===== config.mk =====
export PLATFORM = sky130hd
export DESIGN_NAME = rom_tag_miller_transmitter
export DESIGN_NICKNAME = d
export VERILOG_FILES = /design/src/pkg/tag_pkg.sv /design/src/hdl/rom_tag_miller_transmitter.sv /design/src/hdl/fused_rom.sv /design/src/hdl/crc_serial.sv
export SDC_FILE = /design/constraint.sdc
export NUM_CORES = 1
export LEC_CHECK = 0
export BUFFER_PORTS_ARGS = -buffer_cell sky130_fd_sc_hd__buf_2
export CORE_ASPECT_RATIO = 1.75
export CORE_UTILIZATION = 45
export CTS_CLUSTER_SIZE = 40
export DETAILED_ROUTE_END_ITERATION = 6
export MAX_ROUTING_LAYER = met4
export PLACE_DENSITY = 0.75
export SLEW_MARGIN = 20
export SYNTH_ARGS = -nofsm -noshare
export SYNTH_HDL_FRONTEND = slang
export SYNTH_HIERARCHICAL = 1
export SYNTH_SLANG_ARGS = --single-unit

===== constraint.sdc =====
create_clock -name pclk -period 6.15 [get_ports pclk]
set_input_delay 1.23 -clock pclk [delete_from_list [all_inputs] [get_ports pclk]]
set_output_delay 1.23 -clock pclk [all_outputs]
set_load 0.01 [all_outputs]

===== src/pkg/tag_pkg.sv =====
package tag_pkg;

  // ------------------------------------------------------------------
  // Frame layout
  // ------------------------------------------------------------------
  localparam int             IDX_W          = 7;
  localparam int             FRAME_BITS     = 82;
  localparam int             PAUSE_BITS     = 9;
  localparam logic [IDX_W-1:0] IDX_START      = 7'h00;
  localparam logic [IDX_W-1:0] IDX_DATA_FIRST = 7'h01;
  localparam logic [IDX_W-1:0] IDX_DATA_LAST  = 7'h40;  // 64
  localparam logic [IDX_W-1:0] IDX_CRC_FIRST  = 7'h41;  // 65
  localparam logic [IDX_W-1:0] IDX_CRC_LAST   = 7'h50;  // 80
  localparam logic [IDX_W-1:0] IDX_STOP       = 7'h51;  // 81
  localparam logic [IDX_W-1:0] IDX_LAST       = 7'h5A;  // 90, last pause bit
  localparam logic [IDX_W-1:0] INIT_LAST      = 7'h3F;  // 64 init bit periods
  localparam logic             START_VAL      = 1'b1;
  localparam logic             STOP_VAL       = 1'b0;

  // ------------------------------------------------------------------
  // Fused field widths and defaults
  // ------------------------------------------------------------------
  localparam int             RSV_W          = 9;
  localparam int             NAME_W         = 10;
  localparam int             CUST_W         = 13;
  localparam int             SER_W          = 32;
  localparam int             DATA_W         = 64;
  localparam logic [RSV_W-1:0]  RSV_DEFAULT   = 9'h00B;
  localparam logic [NAME_W-1:0] NAME_DEFAULT  = 10'h2A5;      // Arbitrary value
  localparam logic [CUST_W-1:0] CUST_DEFAULT  = 13'h0A5A;     // Arbitrary value
  localparam logic [SER_W-1:0]  SER_DEFAULT   = 32'h1234_5678; // Arbitrary value

  // ------------------------------------------------------------------
  // Check code and bit clock
  // ------------------------------------------------------------------
  localparam int             CRC_W          = 16;
  localparam logic [CRC_W-1:0] CRC_POLY      = 16'h1021;
  localparam logic [CRC_W-1:0] CRC_INIT      = 16'h0000;
  localparam int             DIV_DEFAULT    = 512;

  // ------------------------------------------------------------------
  // Register map
  // ------------------------------------------------------------------
  localparam logic [31:0]    OFS_CTRL       = 32'h0000_0000;
  localparam logic [31:0]    OFS_STATUS     = 32'h0000_0004;
  localparam logic [31:0]    OFS_CRC_LAST   = 32'h0000_0008;
  localparam logic [31:0]    OFS_FRAMES     = 32'h0000_000C;
  localparam logic           RUN_EN_RST     = 1'b1;

  // ------------------------------------------------------------------
  // Types
  // ------------------------------------------------------------------
  typedef enum logic [1:0] {
    ST_INIT  = 2'b00,
    ST_FRAME = 2'b01,
    ST_PAUSE = 2'b10
  } tx_state_t;

  typedef struct packed {
    logic             supply;
    logic             modulator;
    logic [IDX_W-1:0] idx;
    tx_state_t        state;
  } tx_status_t;

endpackage : tag_pkg


===== src/hdl/rom_tag_miller_transmitter.sv =====
// How it works
// - An 82-bit fixed frame: reserved, name, customer, serial, check and framing bits.
// - Bits leave by index from 0; fields MSB first, check LSB first at 65.
// - The nine reserved bits default to 00B hex.
// - The 10-bit name code is fixed at build time.
// - The 13-bit customer code is fixed at build time.
// - The 32-bit serial code is set per instance at build time.
// - The check register clears when the stop bit starts.
// - The check value covers only the 64 data bits.
// - Start bit is one, stop bit is zero.
// - After power-up the modulator stays on 64 bit periods, then frames start.
// - Supply loss returns to initialising with the modulator on.
// - The serial bit stream is Miller coded straight onto the modulator.
// - Bit period is the carrier clock divided by a build factor, 512 standard.
// - The bit clock steps the address, the encoder and the output.
// - Frames repeat endlessly, each followed by a 9-bit pause.
// - The modulator is held off during the whole pause.
// - The stop bit level follows the coding of the bit before it.
// - The start bit gives half a period off; low means off.
`timescale 1ns/1ps
module rom_tag_miller_transmitter
  import tag_pkg::*;
#(
  parameter int                DIV_FACTOR    = DIV_DEFAULT,
  parameter logic [RSV_W-1:0]  RESERVED      = RSV_DEFAULT,
  parameter logic [NAME_W-1:0] NAME_CODE     = NAME_DEFAULT,
  parameter logic [CUST_W-1:0] CUSTOMER_CODE = CUST_DEFAULT,
  parameter logic [SER_W-1:0]  SERIAL_CODE   = SER_DEFAULT
) (
  input  wire logic        pclk,
  input  wire logic        presetn,
  input  wire logic        supply_ok,
  input  wire logic        psel,
  input  wire logic        penable,
  input  wire logic        pwrite,
  input  wire logic [31:0] paddr,
  input  wire logic [31:0] pwdata,
  output logic [31:0]      prdata,
  output logic             pready,
  output logic             pslverr,
  output logic             modulator_on
);

  // ------------------------------------------------------------------
  // Declarations
  // ------------------------------------------------------------------
  localparam int               DIV_W    = $clog2(DIV_FACTOR);
  localparam logic [DIV_W-1:0] DIV_LAST = DIV_W'(DIV_FACTOR - 1);
  localparam logic [DIV_W-1:0] DIV_MID  = DIV_W'(DIV_FACTOR / 2 - 1);

  logic             sup_meta_q;
  logic             sup_sync_q;
  logic             run_en_q;
  logic             active;
  logic [DIV_W-1:0] div_cnt_q;
  logic             bit_end;
  logic             bit_mid;
  tx_state_t        state_q;
  tx_state_t        state_d;
  logic [IDX_W-1:0] idx_q;
  logic [IDX_W-1:0] nxt_idx;
  logic             rom_bit;
  logic [CRC_W-1:0] crc_q;
  logic             nxt_bit;
  logic             cur_bit_q;
  logic             level_q;
  logic             crc_clear;
  logic             crc_shift;
  logic [CRC_W-1:0] crc_last_q;
  logic [15:0]      frames_q;
  tx_status_t       status;
  logic             setup;
  logic             access;
  logic             mapped;
  logic [31:0]      rd_data;

  // ------------------------------------------------------------------
  // Supply level and enable
  // ------------------------------------------------------------------

  // Two-stage synchroniser for the supply detector pin
  always_ff @(posedge pclk or negedge presetn) begin
    if (!presetn) begin
      sup_meta_q <= 1'b0;
      sup_sync_q <= 1'b0;
    end else begin
      sup_meta_q <= supply_ok;
      sup_sync_q <= sup_meta_q;
    end
  end

  // Running needs both supply and the software enable
  assign active = sup_sync_q & run_en_q;

  // ------------------------------------------------------------------
  // Bit clock divider
  // ------------------------------------------------------------------

  // Counter stands in for the toggle chain; held at zero while idle
  always_ff @(posedge pclk or negedge presetn) begin
    if (!presetn) begin
      div_cnt_q <= '0;
    end else if (!active) begin
      div_cnt_q <= '0;
    end else if (div_cnt_q == DIV_LAST) begin
      div_cnt_q <= '0;
    end else begin
      div_cnt_q <= div_cnt_q + 1'b1;
    end
  end

  assign bit_end = active && (div_cnt_q == DIV_LAST);
  assign bit_mid = active && (div_cnt_q == DIV_MID);

  // ------------------------------------------------------------------
  // Sequencer: init, frame, pause
  // ------------------------------------------------------------------

  // Next bit position; init always aims at the start bit
  always_comb begin
    if (state_q == ST_INIT || idx_q == IDX_LAST) begin
      nxt_idx = IDX_START;
    end else begin
      nxt_idx = idx_q + 1'b1;
    end
  end

  // State change at each bit boundary
  always_comb begin
    state_d = state_q;
    unique case (state_q)
      ST_INIT: begin
        if (idx_q == INIT_LAST) begin
          state_d = ST_FRAME;
        end
      end
      ST_FRAME: begin
        if (idx_q == IDX_STOP) begin
          state_d = ST_PAUSE;
        end
      end
      ST_PAUSE: begin
        if (idx_q == IDX_LAST) begin
          state_d = ST_FRAME;
        end
      end
      default: begin
        state_d = ST_INIT;
      end
    endcase
  end

  // State register; supply loss forces init at once
  always_ff @(posedge pclk or negedge presetn) begin
    if (!presetn) begin
      state_q <= ST_INIT;
    end else if (!active) begin
      state_q <= ST_INIT;
    end else if (bit_end) begin
      state_q <= state_d;
    end
  end

  // Bit index, also counts the 64 init periods
  always_ff @(posedge pclk or negedge presetn) begin
    if (!presetn) begin
      idx_q <= '0;
    end else if (!active) begin
      idx_q <= '0;
    end else if (bit_end) begin
      if (state_q == ST_INIT && idx_q != INIT_LAST) begin
        idx_q <= idx_q + 1'b1;
      end else begin
        idx_q <= nxt_idx;
      end
    end
  end

  // ------------------------------------------------------------------
  // Frame source: fused memory and check generator
  // ------------------------------------------------------------------

  // Memory is addressed one bit ahead so data is ready at the boundary
  fused_rom #(
    .RESERVED      (RESERVED),
    .NAME_CODE     (NAME_CODE),
    .CUSTOMER_CODE (CUSTOMER_CODE),
    .SERIAL_CODE   (SERIAL_CODE)
  ) u_rom (
    .pclk    (pclk),
    .presetn (presetn),
    .addr    (nxt_idx),
    .bit_q   (rom_bit)
  );

  // Check register fed with data bits as they start, cleared at stop
  assign crc_shift = bit_end && state_q != ST_INIT &&
                     nxt_idx >= IDX_DATA_FIRST && nxt_idx <= IDX_DATA_LAST;
  assign crc_clear = !active || (bit_end && state_q == ST_FRAME && nxt_idx == IDX_STOP);

  crc_serial u_crc (
    .pclk    (pclk),
    .presetn (presetn),
    .clear   (crc_clear),
    .shift   (crc_shift),
    .din     (rom_bit),
    .crc_q   (crc_q)
  );

  // Check field goes out least significant bit first
  always_comb begin
    if (nxt_idx >= IDX_CRC_FIRST && nxt_idx <= IDX_CRC_LAST) begin
      nxt_bit = crc_q[4'(nxt_idx - IDX_CRC_FIRST)];
    end else begin
      nxt_bit = rom_bit;
    end
  end

  // Current NRZ bit
  always_ff @(posedge pclk or negedge presetn) begin
    if (!presetn) begin
      cur_bit_q <= 1'b0;
    end else if (bit_end) begin
      cur_bit_q <= nxt_bit;
    end
  end

  // ------------------------------------------------------------------
  // Miller encoder and modulator
  // ------------------------------------------------------------------

  // High means switch on; init holds it on, pause holds it off
  always_ff @(posedge pclk or negedge presetn) begin
    if (!presetn) begin
      level_q <= 1'b1;
    end else if (!active) begin
      level_q <= 1'b1;
    end else if (bit_end) begin
      if (state_d == ST_INIT) begin
        level_q <= 1'b1;
      end else if (state_d == ST_PAUSE) begin
        level_q <= 1'b0;
      end else if (nxt_idx == IDX_START) begin
        level_q <= 1'b0;
      end else if (!cur_bit_q && !nxt_bit) begin
        level_q <= ~level_q;
      end
    end else if (bit_mid && state_q == ST_FRAME && cur_bit_q) begin
      level_q <= ~level_q;
    end
  end

  assign modulator_on = level_q;

  // ------------------------------------------------------------------
  // Frame bookkeeping
  // ------------------------------------------------------------------

  // Capture the finished check value and count frames at each stop bit
  always_ff @(posedge pclk or negedge presetn) begin
    if (!presetn) begin
      crc_last_q <= CRC_INIT;
      frames_q   <= 16'h0000;
    end else if (bit_end && state_q == ST_FRAME && nxt_idx == IDX_STOP) begin
      crc_last_q <= crc_q;
      frames_q   <= frames_q + 16'h0001;
    end
  end

  // ------------------------------------------------------------------
  // APB slave
  // ------------------------------------------------------------------
  assign status = '{supply: sup_sync_q, modulator: level_q, idx: idx_q, state: state_q};
  assign setup  = psel & ~penable;
  assign access = psel & penable & pready;
  assign mapped = (paddr == OFS_CTRL) || (paddr == OFS_STATUS) ||
                  (paddr == OFS_CRC_LAST) || (paddr == OFS_FRAMES);

  // Read mux, zeros above each field
  always_comb begin
    rd_data = 32'h0000_0000;
    unique case (paddr)
      OFS_CTRL:     rd_data = {31'h0000_0000, run_en_q};
      OFS_STATUS:   rd_data = {21'h00_0000, status};
      OFS_CRC_LAST: rd_data = {16'h0000, crc_last_q};
      OFS_FRAMES:   rd_data = {16'h0000, frames_q};
      default:      rd_data = 32'h0000_0000;
    endcase
  end

  // Answer one cycle into the access phase, data captured at setup
  always_ff @(posedge pclk or negedge presetn) begin
    if (!presetn) begin
      pready  <= 1'b0;
      prdata  <= 32'h0000_0000;
      pslverr <= 1'b0;
    end else begin
      pready  <= setup;
      prdata  <= (setup && !pwrite) ? rd_data : 32'h0000_0000;
      pslverr <= setup & ~mapped;
    end
  end

  // Control register write
  always_ff @(posedge pclk or negedge presetn) begin
    if (!presetn) begin
      run_en_q <= RUN_EN_RST;
    end else if (access && pwrite && paddr == OFS_CTRL) begin
      run_en_q <= pwdata[0];
    end
  end

endmodule : rom_tag_miller_transmitter


===== src/hdl/fused_rom.sv =====
`timescale 1ns/1ps
module fused_rom
  import tag_pkg::*;
#(
  parameter logic [RSV_W-1:0]  RESERVED      = RSV_DEFAULT,
  parameter logic [NAME_W-1:0] NAME_CODE     = NAME_DEFAULT,
  parameter logic [CUST_W-1:0] CUSTOMER_CODE = CUST_DEFAULT,
  parameter logic [SER_W-1:0]  SERIAL_CODE   = SER_DEFAULT
) (
  input  wire logic             pclk,
  input  wire logic             presetn,
  input  wire logic [IDX_W-1:0] addr,
  output logic                  bit_q
);

  // Data fields in send order, most significant bit leaves first
  localparam logic [DATA_W-1:0] DATA_WORD = {RESERVED, NAME_CODE, CUSTOMER_CODE, SERIAL_CODE};

  logic bit_d;

  // Frame image: framing bits fixed, check field filled by the generator
  always_comb begin
    bit_d = 1'b0;
    if (addr == IDX_START) begin
      bit_d = START_VAL;
    end else if (addr >= IDX_DATA_FIRST && addr <= IDX_DATA_LAST) begin
      bit_d = DATA_WORD[6'(IDX_DATA_LAST - addr)];
    end else if (addr == IDX_STOP) begin
      bit_d = STOP_VAL;
    end
  end

  // Registered read port
  always_ff @(posedge pclk or negedge presetn) begin
    if (!presetn) begin
      bit_q <= 1'b0;
    end else begin
      bit_q <= bit_d;
    end
  end

endmodule : fused_rom


===== src/hdl/crc_serial.sv =====
`timescale 1ns/1ps
module crc_serial
  import tag_pkg::*;
(
  input  wire logic             pclk,
  input  wire logic             presetn,
  input  wire logic             clear,
  input  wire logic             shift,
  input  wire logic             din,
  output logic [CRC_W-1:0]      crc_q
);

  logic feedback;

  assign feedback = crc_q[CRC_W-1] ^ din;

  // Serial shift register, clear wins over shift
  always_ff @(posedge pclk or negedge presetn) begin
    if (!presetn) begin
      crc_q <= CRC_INIT;
    end else if (clear) begin
      crc_q <= CRC_INIT;
    end else if (shift) begin
      crc_q <= {crc_q[CRC_W-2:0], 1'b0} ^ (feedback ? CRC_POLY : CRC_INIT);
    end
  end

endmodule : crc_serial


==> results.md, run 1 <==
* Peak fanout along the critical path at 20
* Critical path class: reg -> reg
* # setup viols final at 0
* Remaining antenna violation count at 0
* Num rows at 51
* Hold WC Path Type: reg -> reg
* Vias at ~4200
* Post-Syn Area at 5230 µm²
* Initial DRT Pass Iterations at 5
* Type of element launching the critical path: flop
* Final worst slack at approximately 1.9 ns
* Final hold slack at 0.363 ns
* YS warnings at 6
* H-tree Lvls at 3
* Post-route clock period utilization at 69.1%
* Setup_tns at 0 ns
* Critical R2R Capture: u_crc/crc_q[5]$_DFFE_PN0P_
* Top-area cell type share of the netlist area at between 40% and 50%
* Storage element area at 2250 µm²
* Hold Path End: sup_sync_q$_DFF_PN0_
* CTS tree: yes
* Root buffer cell: clkbuf_16
* Yosys reg bits at 90
* Die Span X at ~83 µm
* EDFF count, synth at 0
* Ys async rst share at 100%
* Max-cap viol count at 0
* I/O Pins at between 100 and 150
* Initial antenna violation count at 0
* CP endpoint kind: flop
* First-pass GRT wire length at 19.8 mm
* PwrDens at about 220 nW/µm²
* Layout Skew at 0.00537 ns
* Placer congestion estimate at ~0.90
* Routed wire length at around 12 mm
* Clock Sinks at 90
* Top FF cell, synth: dfrtp_1
* Gr usage total at 21.4%
* Multi-input gate area at 2720 µm²
* Hold wc startpoint: sup_meta_q$_DFF_PN0_
* Buffers on Ports at 57
* Vias in the first global route at between 4000 and 5000
* WL/cell at between 15 and 20 µm
* Die height at 145 µm
* Antenna fix cells at 0
* Setup bufs post-CTS at 0
* Post-Route Utilization at around half
* Tmin final at between 4 and 5 ns
* Commonest non-fill, non-tap cell in the layout: dfrtp_1
* Pre-CTS setup slack at between 1.5 and 2 ns
* Sequential area share after synthesis at 43.1%
* Grt total ovfl at 0
* Reg clk slew, reported paths at roughly 0.06 ns
* Count of cell types in the netlist at 70
* Most frequent cells in the layout: dfrtp_1 (88), nand2_1 (79), nor2_1 (67), buf_2 (56), mux2i_1 (23)
* Post-CTS sizing at 0
* Status: finished clean
* Syn avg cell area at ~9.5 µm²
* Non-filler cells, final at approximately 730
* Synth-to-layout area growth at 11.7%
* Worst hold stages at 0
* Core area at approximately 11000 µm²
* Dpl cells at approximately 710
* Final nets at 678
* Largest net degree at the start of global routing at 66
* Slew @ Worst Pin at about 1.0 ns
* Final hold vios at 0
* R2r setup slk at 1.90 ns
* CP required at 6.34 ns
* Initial drt markers at 241
* Worst Reg2Reg Path Length in Cells at 12
* Drc violations at 0
* Hold buffer count at cts at 0
* Die area at about 12000 µm²
* Synth area leaders: dfrtp_1 (42%), nand2_1 (5.7%), nor2_1 (4.8%)
* Layout cells sized above 1 at approximately 18%
* LEAKAGE at 0.00262 µW
* Final Max Tran Viols at 0
* HPWL Detailed at 8.76 mm
* Initial Util at 46.6%
* F_max at between 200 and 250 MHz
* Area leader, netlist: dfrtp_1
* Rel. slew slack at between 30% and 40%
* R2r startpoint: idx_q[0]$_DFFE_PN0N_
* Fill cell count at ~1000
* Worst-Skew Late Latency at approximately 0.34 ns
* VDD IR max at about 0.00028 V
* Unrepaired setup endpoints after global routing: false
* Post-synthesis instance total at 550
* CTS Buf Count at 9
* CP Data Arrival Time at roughly 4.4 ns
* CTS max path bufs at 2
* DR vias/cell at approximately 5.8
## layout make-up
| class | instances | area share (%) |
|---|---|---|
| tap | 132 | 2.83 |
| multi-input combinational | 419 | 46.5 |
| clock buffer | 10 | 4.09 |
| timing repair buffer | 59 | 5.19 |
| sequential | 90 | 38.6 |
| inverter | 13 | 0.836 |
| clock inverter | 6 | 1.93 |
## per-layer routing
metal	part of all wire, %	up-vias	GRT usage, %
met5	0	-	-
met4	4.9	0	13.0
met3	4.4	33	3.54
met2	54	174	38.2
met1	37	2045	22.0
li1	-	1970	-
## cells by family (layout without fill, tap and decap cells)
kind of cell               count (synthesis)  in the layout  share of synthesized area, %
and+or+nand+nor                          238            238                          22.3
other                                      1             16                        0.0717
buffers and inverters                     56             88                          6.25
xor gates and xnor gates                  31             31                          5.19
AOI/OAI and AO/OA                         79             79                          10.9
DFF                                       90             90                          43.1
muxes                                     39             39                          8.35
adders and majority gates                 16             16                          3.83
## report_power, final
part           switching, µW  internal (µW)  leakage (µW)
Sequential              1.15            593       0.00124
Combinational           25.0           12.1       0.00120
Clock                    230            409      0.000173
Total                    257           1010       0.00262
## state kept, by name, summed over array words and instances, names as in the netlist
signal and count:
run_en_q 1, cur_bit_q 1, div_cnt_q 9, idx_q 7, modulator_on 1, state_q 2
prdata 16, u_rom/bit_q 1, pslverr 1, u_crc/crc_q 16, frames_q 16, sup_meta_q 1
pready 1, sup_sync_q 1, crc_last_q 16
## cells in the mapped netlist, drive strengths merged (4+ instances only)
| library cell | n |
|---|---|
| dfrtp | 88 |
| o21ai | 19 |
| buf | 32 |
| nor3 | 10 |
| and3 | 12 |
| mux2i | 23 |
| nand3 | 17 |
| nand4b | 4 |
| nand4 | 6 |
| nor2b | 4 |
| xnor2 | 20 |
| ha | 16 |
| a22oi | 16 |
| inv | 13 |
| clkbuf | 11 |
| xor2 | 11 |
| and2 | 4 |
| nor2 | 68 |
| o211ai | 4 |
| nand2 | 79 |
| mux2 | 14 |
| nor4 | 8 |
| nand2b | 8 |
| a21oi | 9 |
## metrics by stage
stage | area, µm² | power (µW)
2_1_floorplan | 5290 | 624
5_1_grt | 5840 | 1310
6_report | 5840 | 1270
3_5_place_dp | 5480 | 643
4_1_cts | 5830 | 1280
3_3_place_gp | 5480 | 642
## worst max-delay path: stages, from the launching register on
cell	delay, ns
dfrtp_1	0.61
inv_1	0.09
ha_1	0.21
and4bb_4	0.22
a21o_4	0.26
nor2_4	0.40
ha_1	0.25
nand2_1	0.05
nor3_1	0.21
nand4b_1	0.65
nand3_1	0.81
or4b_1	0.23
o311ai_1	0.10
## worst max-delay path by stage
| stage | cells after the start | slack [ns] | to | start |
|---|---|---|---|---|
| finish | 12 | 1.90 | u_crc/crc_q[5]$_DFFE_PN0P_ | idx_q[0]$_DFFE_PN0N_ |
| global route | 12 | 1.58 | u_crc/crc_q[5]$_DFFE_PN0P_ | idx_q[0]$_DFFE_PN0N_ |
| floorplan | 15 | 2.70 | modulator_on$_DFFE_PN1P_ | idx_q[0]$_DFFE_PN0N_ |
| CTS | 12 | 1.90 | u_crc/crc_q[5]$_DFFE_PN0P_ | idx_q[0]$_DFFE_PN0N_ |
| global placement | 12 | 2.08 | u_crc/crc_q[5]$_DFFE_PN0P_ | idx_q[0]$_DFFE_PN0N_ |
| detailed placement | 12 | 1.91 | u_crc/crc_q[5]$_DFFE_PN0P_ | idx_q[0]$_DFFE_PN0N_ |
(Power assumes the default switching activity.)
==> run 2: changes to the inputs <==
Clock period 6.15 ns to 4.2 ns, I/O delays scaled along.
==> results.md, run 2 (synthesized netlist as in run 1, its figures left out) <==
* Status: finished clean
* F_max at 262 MHz (+11%)
* Slew @ Worst Pin at 0.914 ns (-0.127 ns)
* Post-route clock period utilization at 91.0% (+22 points)
* Sw Ratio at 20.0% (-0.19 points)
* HPWL Detailed at 8.86 mm (+1.2%)
* I/O Pins at 105 (unchanged)
* First-pass GRT wire length at 20.0 mm (+1.0%)
* Vias at 4180 (-0.99%)
* Final hold vios at 0 (unchanged)
* Dpl cells at 718 (+0.70%)
* CP top delay family: compound AO/OA/AOI/OAI gates
* Buf+Inv Stages, Crit Path at 3 (+2)
* # setup viols final at 0 (unchanged)
* CTS max path bufs at 2 (unchanged)
* Reg clk slew, reported paths at 0.06 ns (about the same)
* Placer congestion estimate at 0.903 (+0.75%)
* Root buffer cell: clkbuf_16
* Max incr delay on CP at 0.64 ns (-0.17 ns)
* Type of element launching the critical path: flop
* Setup bufs post-CTS at 0 (unchanged)
* Die area at 12100 µm² (unchanged)
* Remaining antenna violation count at 0 (unchanged)
* Int Power at 1490 µW (+46%)
* Routed wire length at 12.2 mm (-0.85%)
* Peak fanout along the critical path at 21 (+5.0%)
* CP endpoint kind: flop
* Net Sw Power at 371 µW (+45%)
* Initial antenna violation count at 0 (unchanged)
* Synth-to-layout area growth at 12.4%
* H-tree Lvls at 3 (unchanged)
* CTS tree: yes
* Hold buffer count at cts at 0 (unchanged)
* Antenna fix cells at 0 (unchanged)
* Die Span X at 83.5 µm (unchanged)
* Grt total ovfl at 0 (unchanged)
* Buffers on Ports at 57 (unchanged)
* Commonest non-fill, non-tap cell in the layout: dfrtp_1
* Post-CTS sizing at 0 (unchanged)
* Initial Util at 46.6% (unchanged)
* Gr usage total at 21.7% (+0.32 points)
* Register share of total power at 46.9% (about the same)
* Non-filler cells, final at 734 (+0.69%)
* WL/cell at 16.6 µm (-1.5%)
* DR vias/cell at 5.69 (-1.7%)
* Setup_tns at 0 ns (unchanged)
* CTS Buf Count at 9 (unchanged)
* PwrDens at 316 nW/µm² (+45%)
* Layout Skew at 0.00723 ns (+0.00186 ns)
* VDD IR max at 0.000378 V (+34%)
* Largest net degree at the start of global routing at 75 (+14%)
* Final hold slack at 0.356 ns (-0.00663 ns)
* Die height at 145 µm (unchanged)
* Layout cells sized above 1 at 18.4% (+0.68 points)
* Vias in the first global route at 4184 (+0.92%)
* LEAKAGE at 0.00264 µW (+0.94%)
* Max-cap viol count at 0 (unchanged)
* Num rows at 51 (unchanged)
* Combinational share of power at 3.0% (about the same)
* Core area at 11200 µm² (unchanged)
* Clock Sinks at 90 (unchanged)
* Final Max Tran Viols at 0 (unchanged)
* Final worst slack at 0.377 ns (-1.52 ns)
* Most numerous cell on the critical path: inv_1
* Slowest CP cell: dfrtp_1
* CP Data Arrival Time at 4.03 ns (-0.41 ns)
* CP Cell Sequence: inv_1, ha_1, and4bb_4, a21oi_1, nand2b_1, inv_1, inv_1, ha_1, and2b_1, a311oi_1, o311a_1, a211oi_1, a222oi_1
* Most frequent cells in the layout: dfrtp_1 (88), nand2_1 (79), nor2_1 (67), buf_2 (56), mux2i_1 (23)
* Drc violations at 0 (unchanged)
* Initial drt markers at 257 (+6.6%)
* Worst-Skew Late Latency at 0.34 ns (about the same)
* Unrepaired setup endpoints after global routing: false
* Initial DRT Pass Iterations at 7 (+2)
* Hold WC Path Type: reg -> reg
* Post-Route Utilization at 52.3% (+0.33 points)
* Rel. slew slack at 39.0% (+8.6 points)
* CP required at 4.41 ns (-1.93 ns)
* Critical path class: reg -> reg
* Final nets at 683 (+0.74%)
* Tmin final at 3.82 ns (-0.426 ns)
* Pre-CTS setup slack at 0.495 ns (-1.42 ns)
* Clk pwr share at 50.2% (about the same)
[run 2: per-layer routing]
layer	vias to the layer above	share of wire (%)	GRT usage, %
met5	-	0	-
met4	0	4.1	11.9
met3	35	4.1	3.60
met2	138	54	40.2
met1	2019	38	21.6
li1	1988	-	-
[run 2: layout make-up]
| cell class | instances | area, µm² |
|---|---|---|
| Clock buffer | 10 | 239 |
| Inverter | 13 | 48.8 |
| Sequential cell | 90 | 2250 |
| Clock inverter | 6 | 113 |
| Multi-Input combinational cell | 419 | 2720 |
| Fill cell | 985 | 5360 |
| Timing Repair Buffer | 64 | 340 |
| Tap cell | 132 | 165 |
[run 2: path summary, 6_finish.rpt]
kind,slack [ns],to,start,cells after the start
max in group asynchronous,2.77,div_cnt_q[1]$_DFF_PN0_,presetn,2
min in group asynchronous,0.62,prdata[11]$_DFF_PN0_,presetn,1
setup reg to reg,0.38,u_rom/bit_q$_DFF_PN0_,idx_q[0]$_DFFE_PN0N_,13
hold reg to reg,0.36,sup_sync_q$_DFF_PN0_,sup_meta_q$_DFF_PN0_,0
setup / recovery,0.38,u_rom/bit_q$_DFF_PN0_,idx_q[0]$_DFFE_PN0N_,13
hold / removal,0.36,sup_sync_q$_DFF_PN0_,sup_meta_q$_DFF_PN0_,0
[run 2: worst reg2reg max path, stage by stage, from the launching register on]
cell      delay (ns)
dfrtp_1         0.64
inv_1           0.09
ha_1            0.22
and4bb_4        0.22
a21oi_1         0.23
nand2b_1        0.18
inv_1           0.31
inv_1           0.20
ha_1            0.47
and2b_1         0.30
a311oi_1        0.05
o311a_1         0.40
a211oi_1        0.24
a222oi_1        0.14
[run 2: power by group through the flow]
stage          clock (µW)  combinational (µW)  sequential [µW]
6_report              932                54.8              870
5_1_grt               978                62.0              870
4_1_cts               946                55.8              870
3_5_place_dp            0                55.5              886
3_3_place_gp            0                53.7              886
2_1_floorplan           0                27.2              887
[run 2: through the flow]
step / area, µm² / power [µW]
2_1_floorplan: 5290 / 914
3_3_place_gp: 5520 / 940
3_5_place_dp: 5520 / 942
4_1_cts: 5870 / 1870
5_1_grt: 5880 / 1910
6_report: 5880 / 1860
==> run 3: changes to the inputs <==
Settings changed: CELL_PAD_IN_SITES_DETAIL_PLACEMENT set to 1, CELL_PAD_IN_SITES_GLOBAL_PLACEMENT set to 2, CORE_UTILIZATION 45 to 34, PLACE_DENSITY 0.75 to 0.88.
==> results.md, run 3 (synthesized netlist as in run 1, its figures left out) <==
* Core area at 14900 µm² (+33%)
* Placer congestion estimate at 0.818 (-9.4%)
* Hold WC Path Type: reg -> reg
* Gr usage total at 19.3% (-2.4 points)
* Initial drt markers at 194 (-25%)
* # setup viols final at 0 (unchanged)
* WL/cell at 18.0 µm (+8.2%)
* PwrDens at 314 nW/µm² (-0.59%)
* Final nets at 687 (+0.59%)
* I/O Pins at 105 (unchanged)
* Dpl cells at 773 (+7.7%)
* Unrepaired setup endpoints after global routing: false
* Die Span X at 95.7 µm (+15%)
* Buffers on Ports at 57 (unchanged)
* Critical path class: reg -> reg
* Worst-Skew Late Latency at 0.34 ns (about the same)
* Placed Area at 5610 µm² (+1.7%)
* Die area at 15900 µm² (+32%)
* VDD IR max at 0.000183 V (-52%)
* Post-Route Utilization at 40.0% (-12 points)
* Initial Util at 35.1% (-11 points)
* Final hold vios at 0 (unchanged)
* CP required at 4.42 ns (about the same)
* CP Data Arrival Time at 3.97 ns (-0.06 ns)
* Final Max Tran Viols at 0 (unchanged)
* Slew @ Worst Pin at 0.919 ns (+0.00507 ns)
* CTS Buf Count at 9 (unchanged)
* DR vias/cell at 5.35 (-6.0%)
* Worst hold stages at 0 (unchanged)
* Non-filler cells, final at 789 (+7.5%)
* Fin area at 5960 µm² (+1.4%)
* Commonest non-fill, non-tap cell in the layout: dfrtp_1
* Layout Skew at 0.0128 ns (+0.00556 ns)
* LEAKAGE at 0.00266 µW (+0.66%)
* Grt total ovfl at 0 (unchanged)
* Synth-to-layout area growth at 14.0%
* CP endpoint kind: flop
* Hold buffer count at cts at 0 (unchanged)
* Post-CTS sizing at 0 (unchanged)
* Vias at 4225 (+1.1%)
* Routed wire length at 14.2 mm (+16%)
* Worst Reg2Reg Path Length in Cells at 12 (-1)
* Antenna fix cells at 0 (unchanged)
* Reg clk slew, reported paths at 0.07 ns (about the same)
* Peak fanout along the critical path at 15 (-29%)
* Max-cap viol count at 0 (unchanged)
* Tmin final at 3.74 ns (-0.0788 ns)
* Remaining antenna violation count at 0 (unchanged)
* Status: finished clean
* Rel. slew slack at 38.7% (-0.34 points)
* Largest net degree at the start of global routing at 72 (-4.0%)
* Setup_tns at 0 ns (unchanged)
* Initial antenna violation count at 0 (unchanged)
* Layout cells sized above 1 at 18.8% (+0.37 points)
* Fill cell count at 1713 (+74%)
* HPWL Detailed at 10.4 mm (+17%)
* Drc violations at 0 (unchanged)
* First-pass GRT wire length at 22.9 mm (+14%)
* Most frequent cells in the layout: dfrtp_1 (88), nand2_1 (79), nor2_1 (67), buf_2 (56), mux2i_1 (23)
* CTS max path bufs at 2 (unchanged)
* Die height at 166 µm (+15%)
* Clock Sinks at 90 (unchanged)
* Setup bufs post-CTS at 0 (unchanged)
* Vias in the first global route at 4472 (+6.9%)
* Power after layout at 1870 µW (+0.81%)
* H-tree Lvls at 3 (unchanged)
* Num rows at 59 (+16%)
* CTS tree: yes
* F_max at 267 MHz (+2.1%)
* Type of element launching the critical path: flop
* Root buffer cell: clkbuf_16
* Initial DRT Pass Iterations at 5 (-2)
* Post-route clock period utilization at 89.2% (-1.9 points)
[run 3: layout make-up]
| cell class | count | area, µm² | share of cell area [%] |
|---|---|---|---|
| tap | 183 | 229 | 3.84 |
| inverter | 13 | 48.8 | 0.819 |
| sequential | 90 | 2250 | 37.8 |
| timing repair buffer | 68 | 370 | 6.22 |
| multi-input combinational | 419 | 2710 | 45.5 |
| clock buffer | 9 | 225 | 3.78 |
| clock inverter | 7 | 121 | 2.04 |
[run 3: stage by stage]
stage	hold slack [ns]	worst slack (ns)
finish	0.369	0.455
floorplan	0.331	0.751
CTS	0.368	0.463
global route	0.370	0.134
global placement	0.336	0.701
detailed placement	0.352	0.517
[run 3: critical path: stages (launching register included)]
cell and delay, ns:
dfrtp_1 0.54, ha_1 0.22, and4bb_4 0.29, a21oi_1 0.13
nand2b_1 0.20, inv_1 0.21, inv_1 0.23, ha_1 0.53
buf_4 0.24, o221ai_1 0.15, a311oi_1 0.30, o221ai_1 0.18
a222oi_1 0.39
[run 3: worst paths after layout]
kind	start	to	slack, ns
setup / recovery	idx_q[1]$_DFFE_PN0N_	u_rom/bit_q$_DFF_PN0_	0.46
hold / removal	sup_meta_q$_DFF_PN0_	sup_sync_q$_DFF_PN0_	0.37
setup reg to reg	idx_q[1]$_DFFE_PN0N_	u_rom/bit_q$_DFF_PN0_	0.46
hold reg to reg	sup_meta_q$_DFF_PN0_	sup_sync_q$_DFF_PN0_	0.37
max in group asynchronous	presetn	run_en_q$_DFFE_PN1P_	2.69
min in group asynchronous	presetn	u_crc/crc_q[13]$_DFFE_PN0P_	0.62
[run 3: power breakdown]
| group | internal [µW] | switching (µW) |
|---|---|---|
| clock network | 587 | 360 |
| logic | 17.7 | 37.7 |
| registers | 868 | 1.48 |
| total | 1470 | 399 |
[run 3: layer usage]
layer | GRT usage, % | part of all wire, % | vias to the layer above
li1 | - | - | 1979
met1 | 19.8 | 38 | 2093
met2 | 34.1 | 54 | 115
met3 | 2.70 | 3.1 | 38
met4 | 10.8 | 4.6 | 0
met5 | - | 0 | -
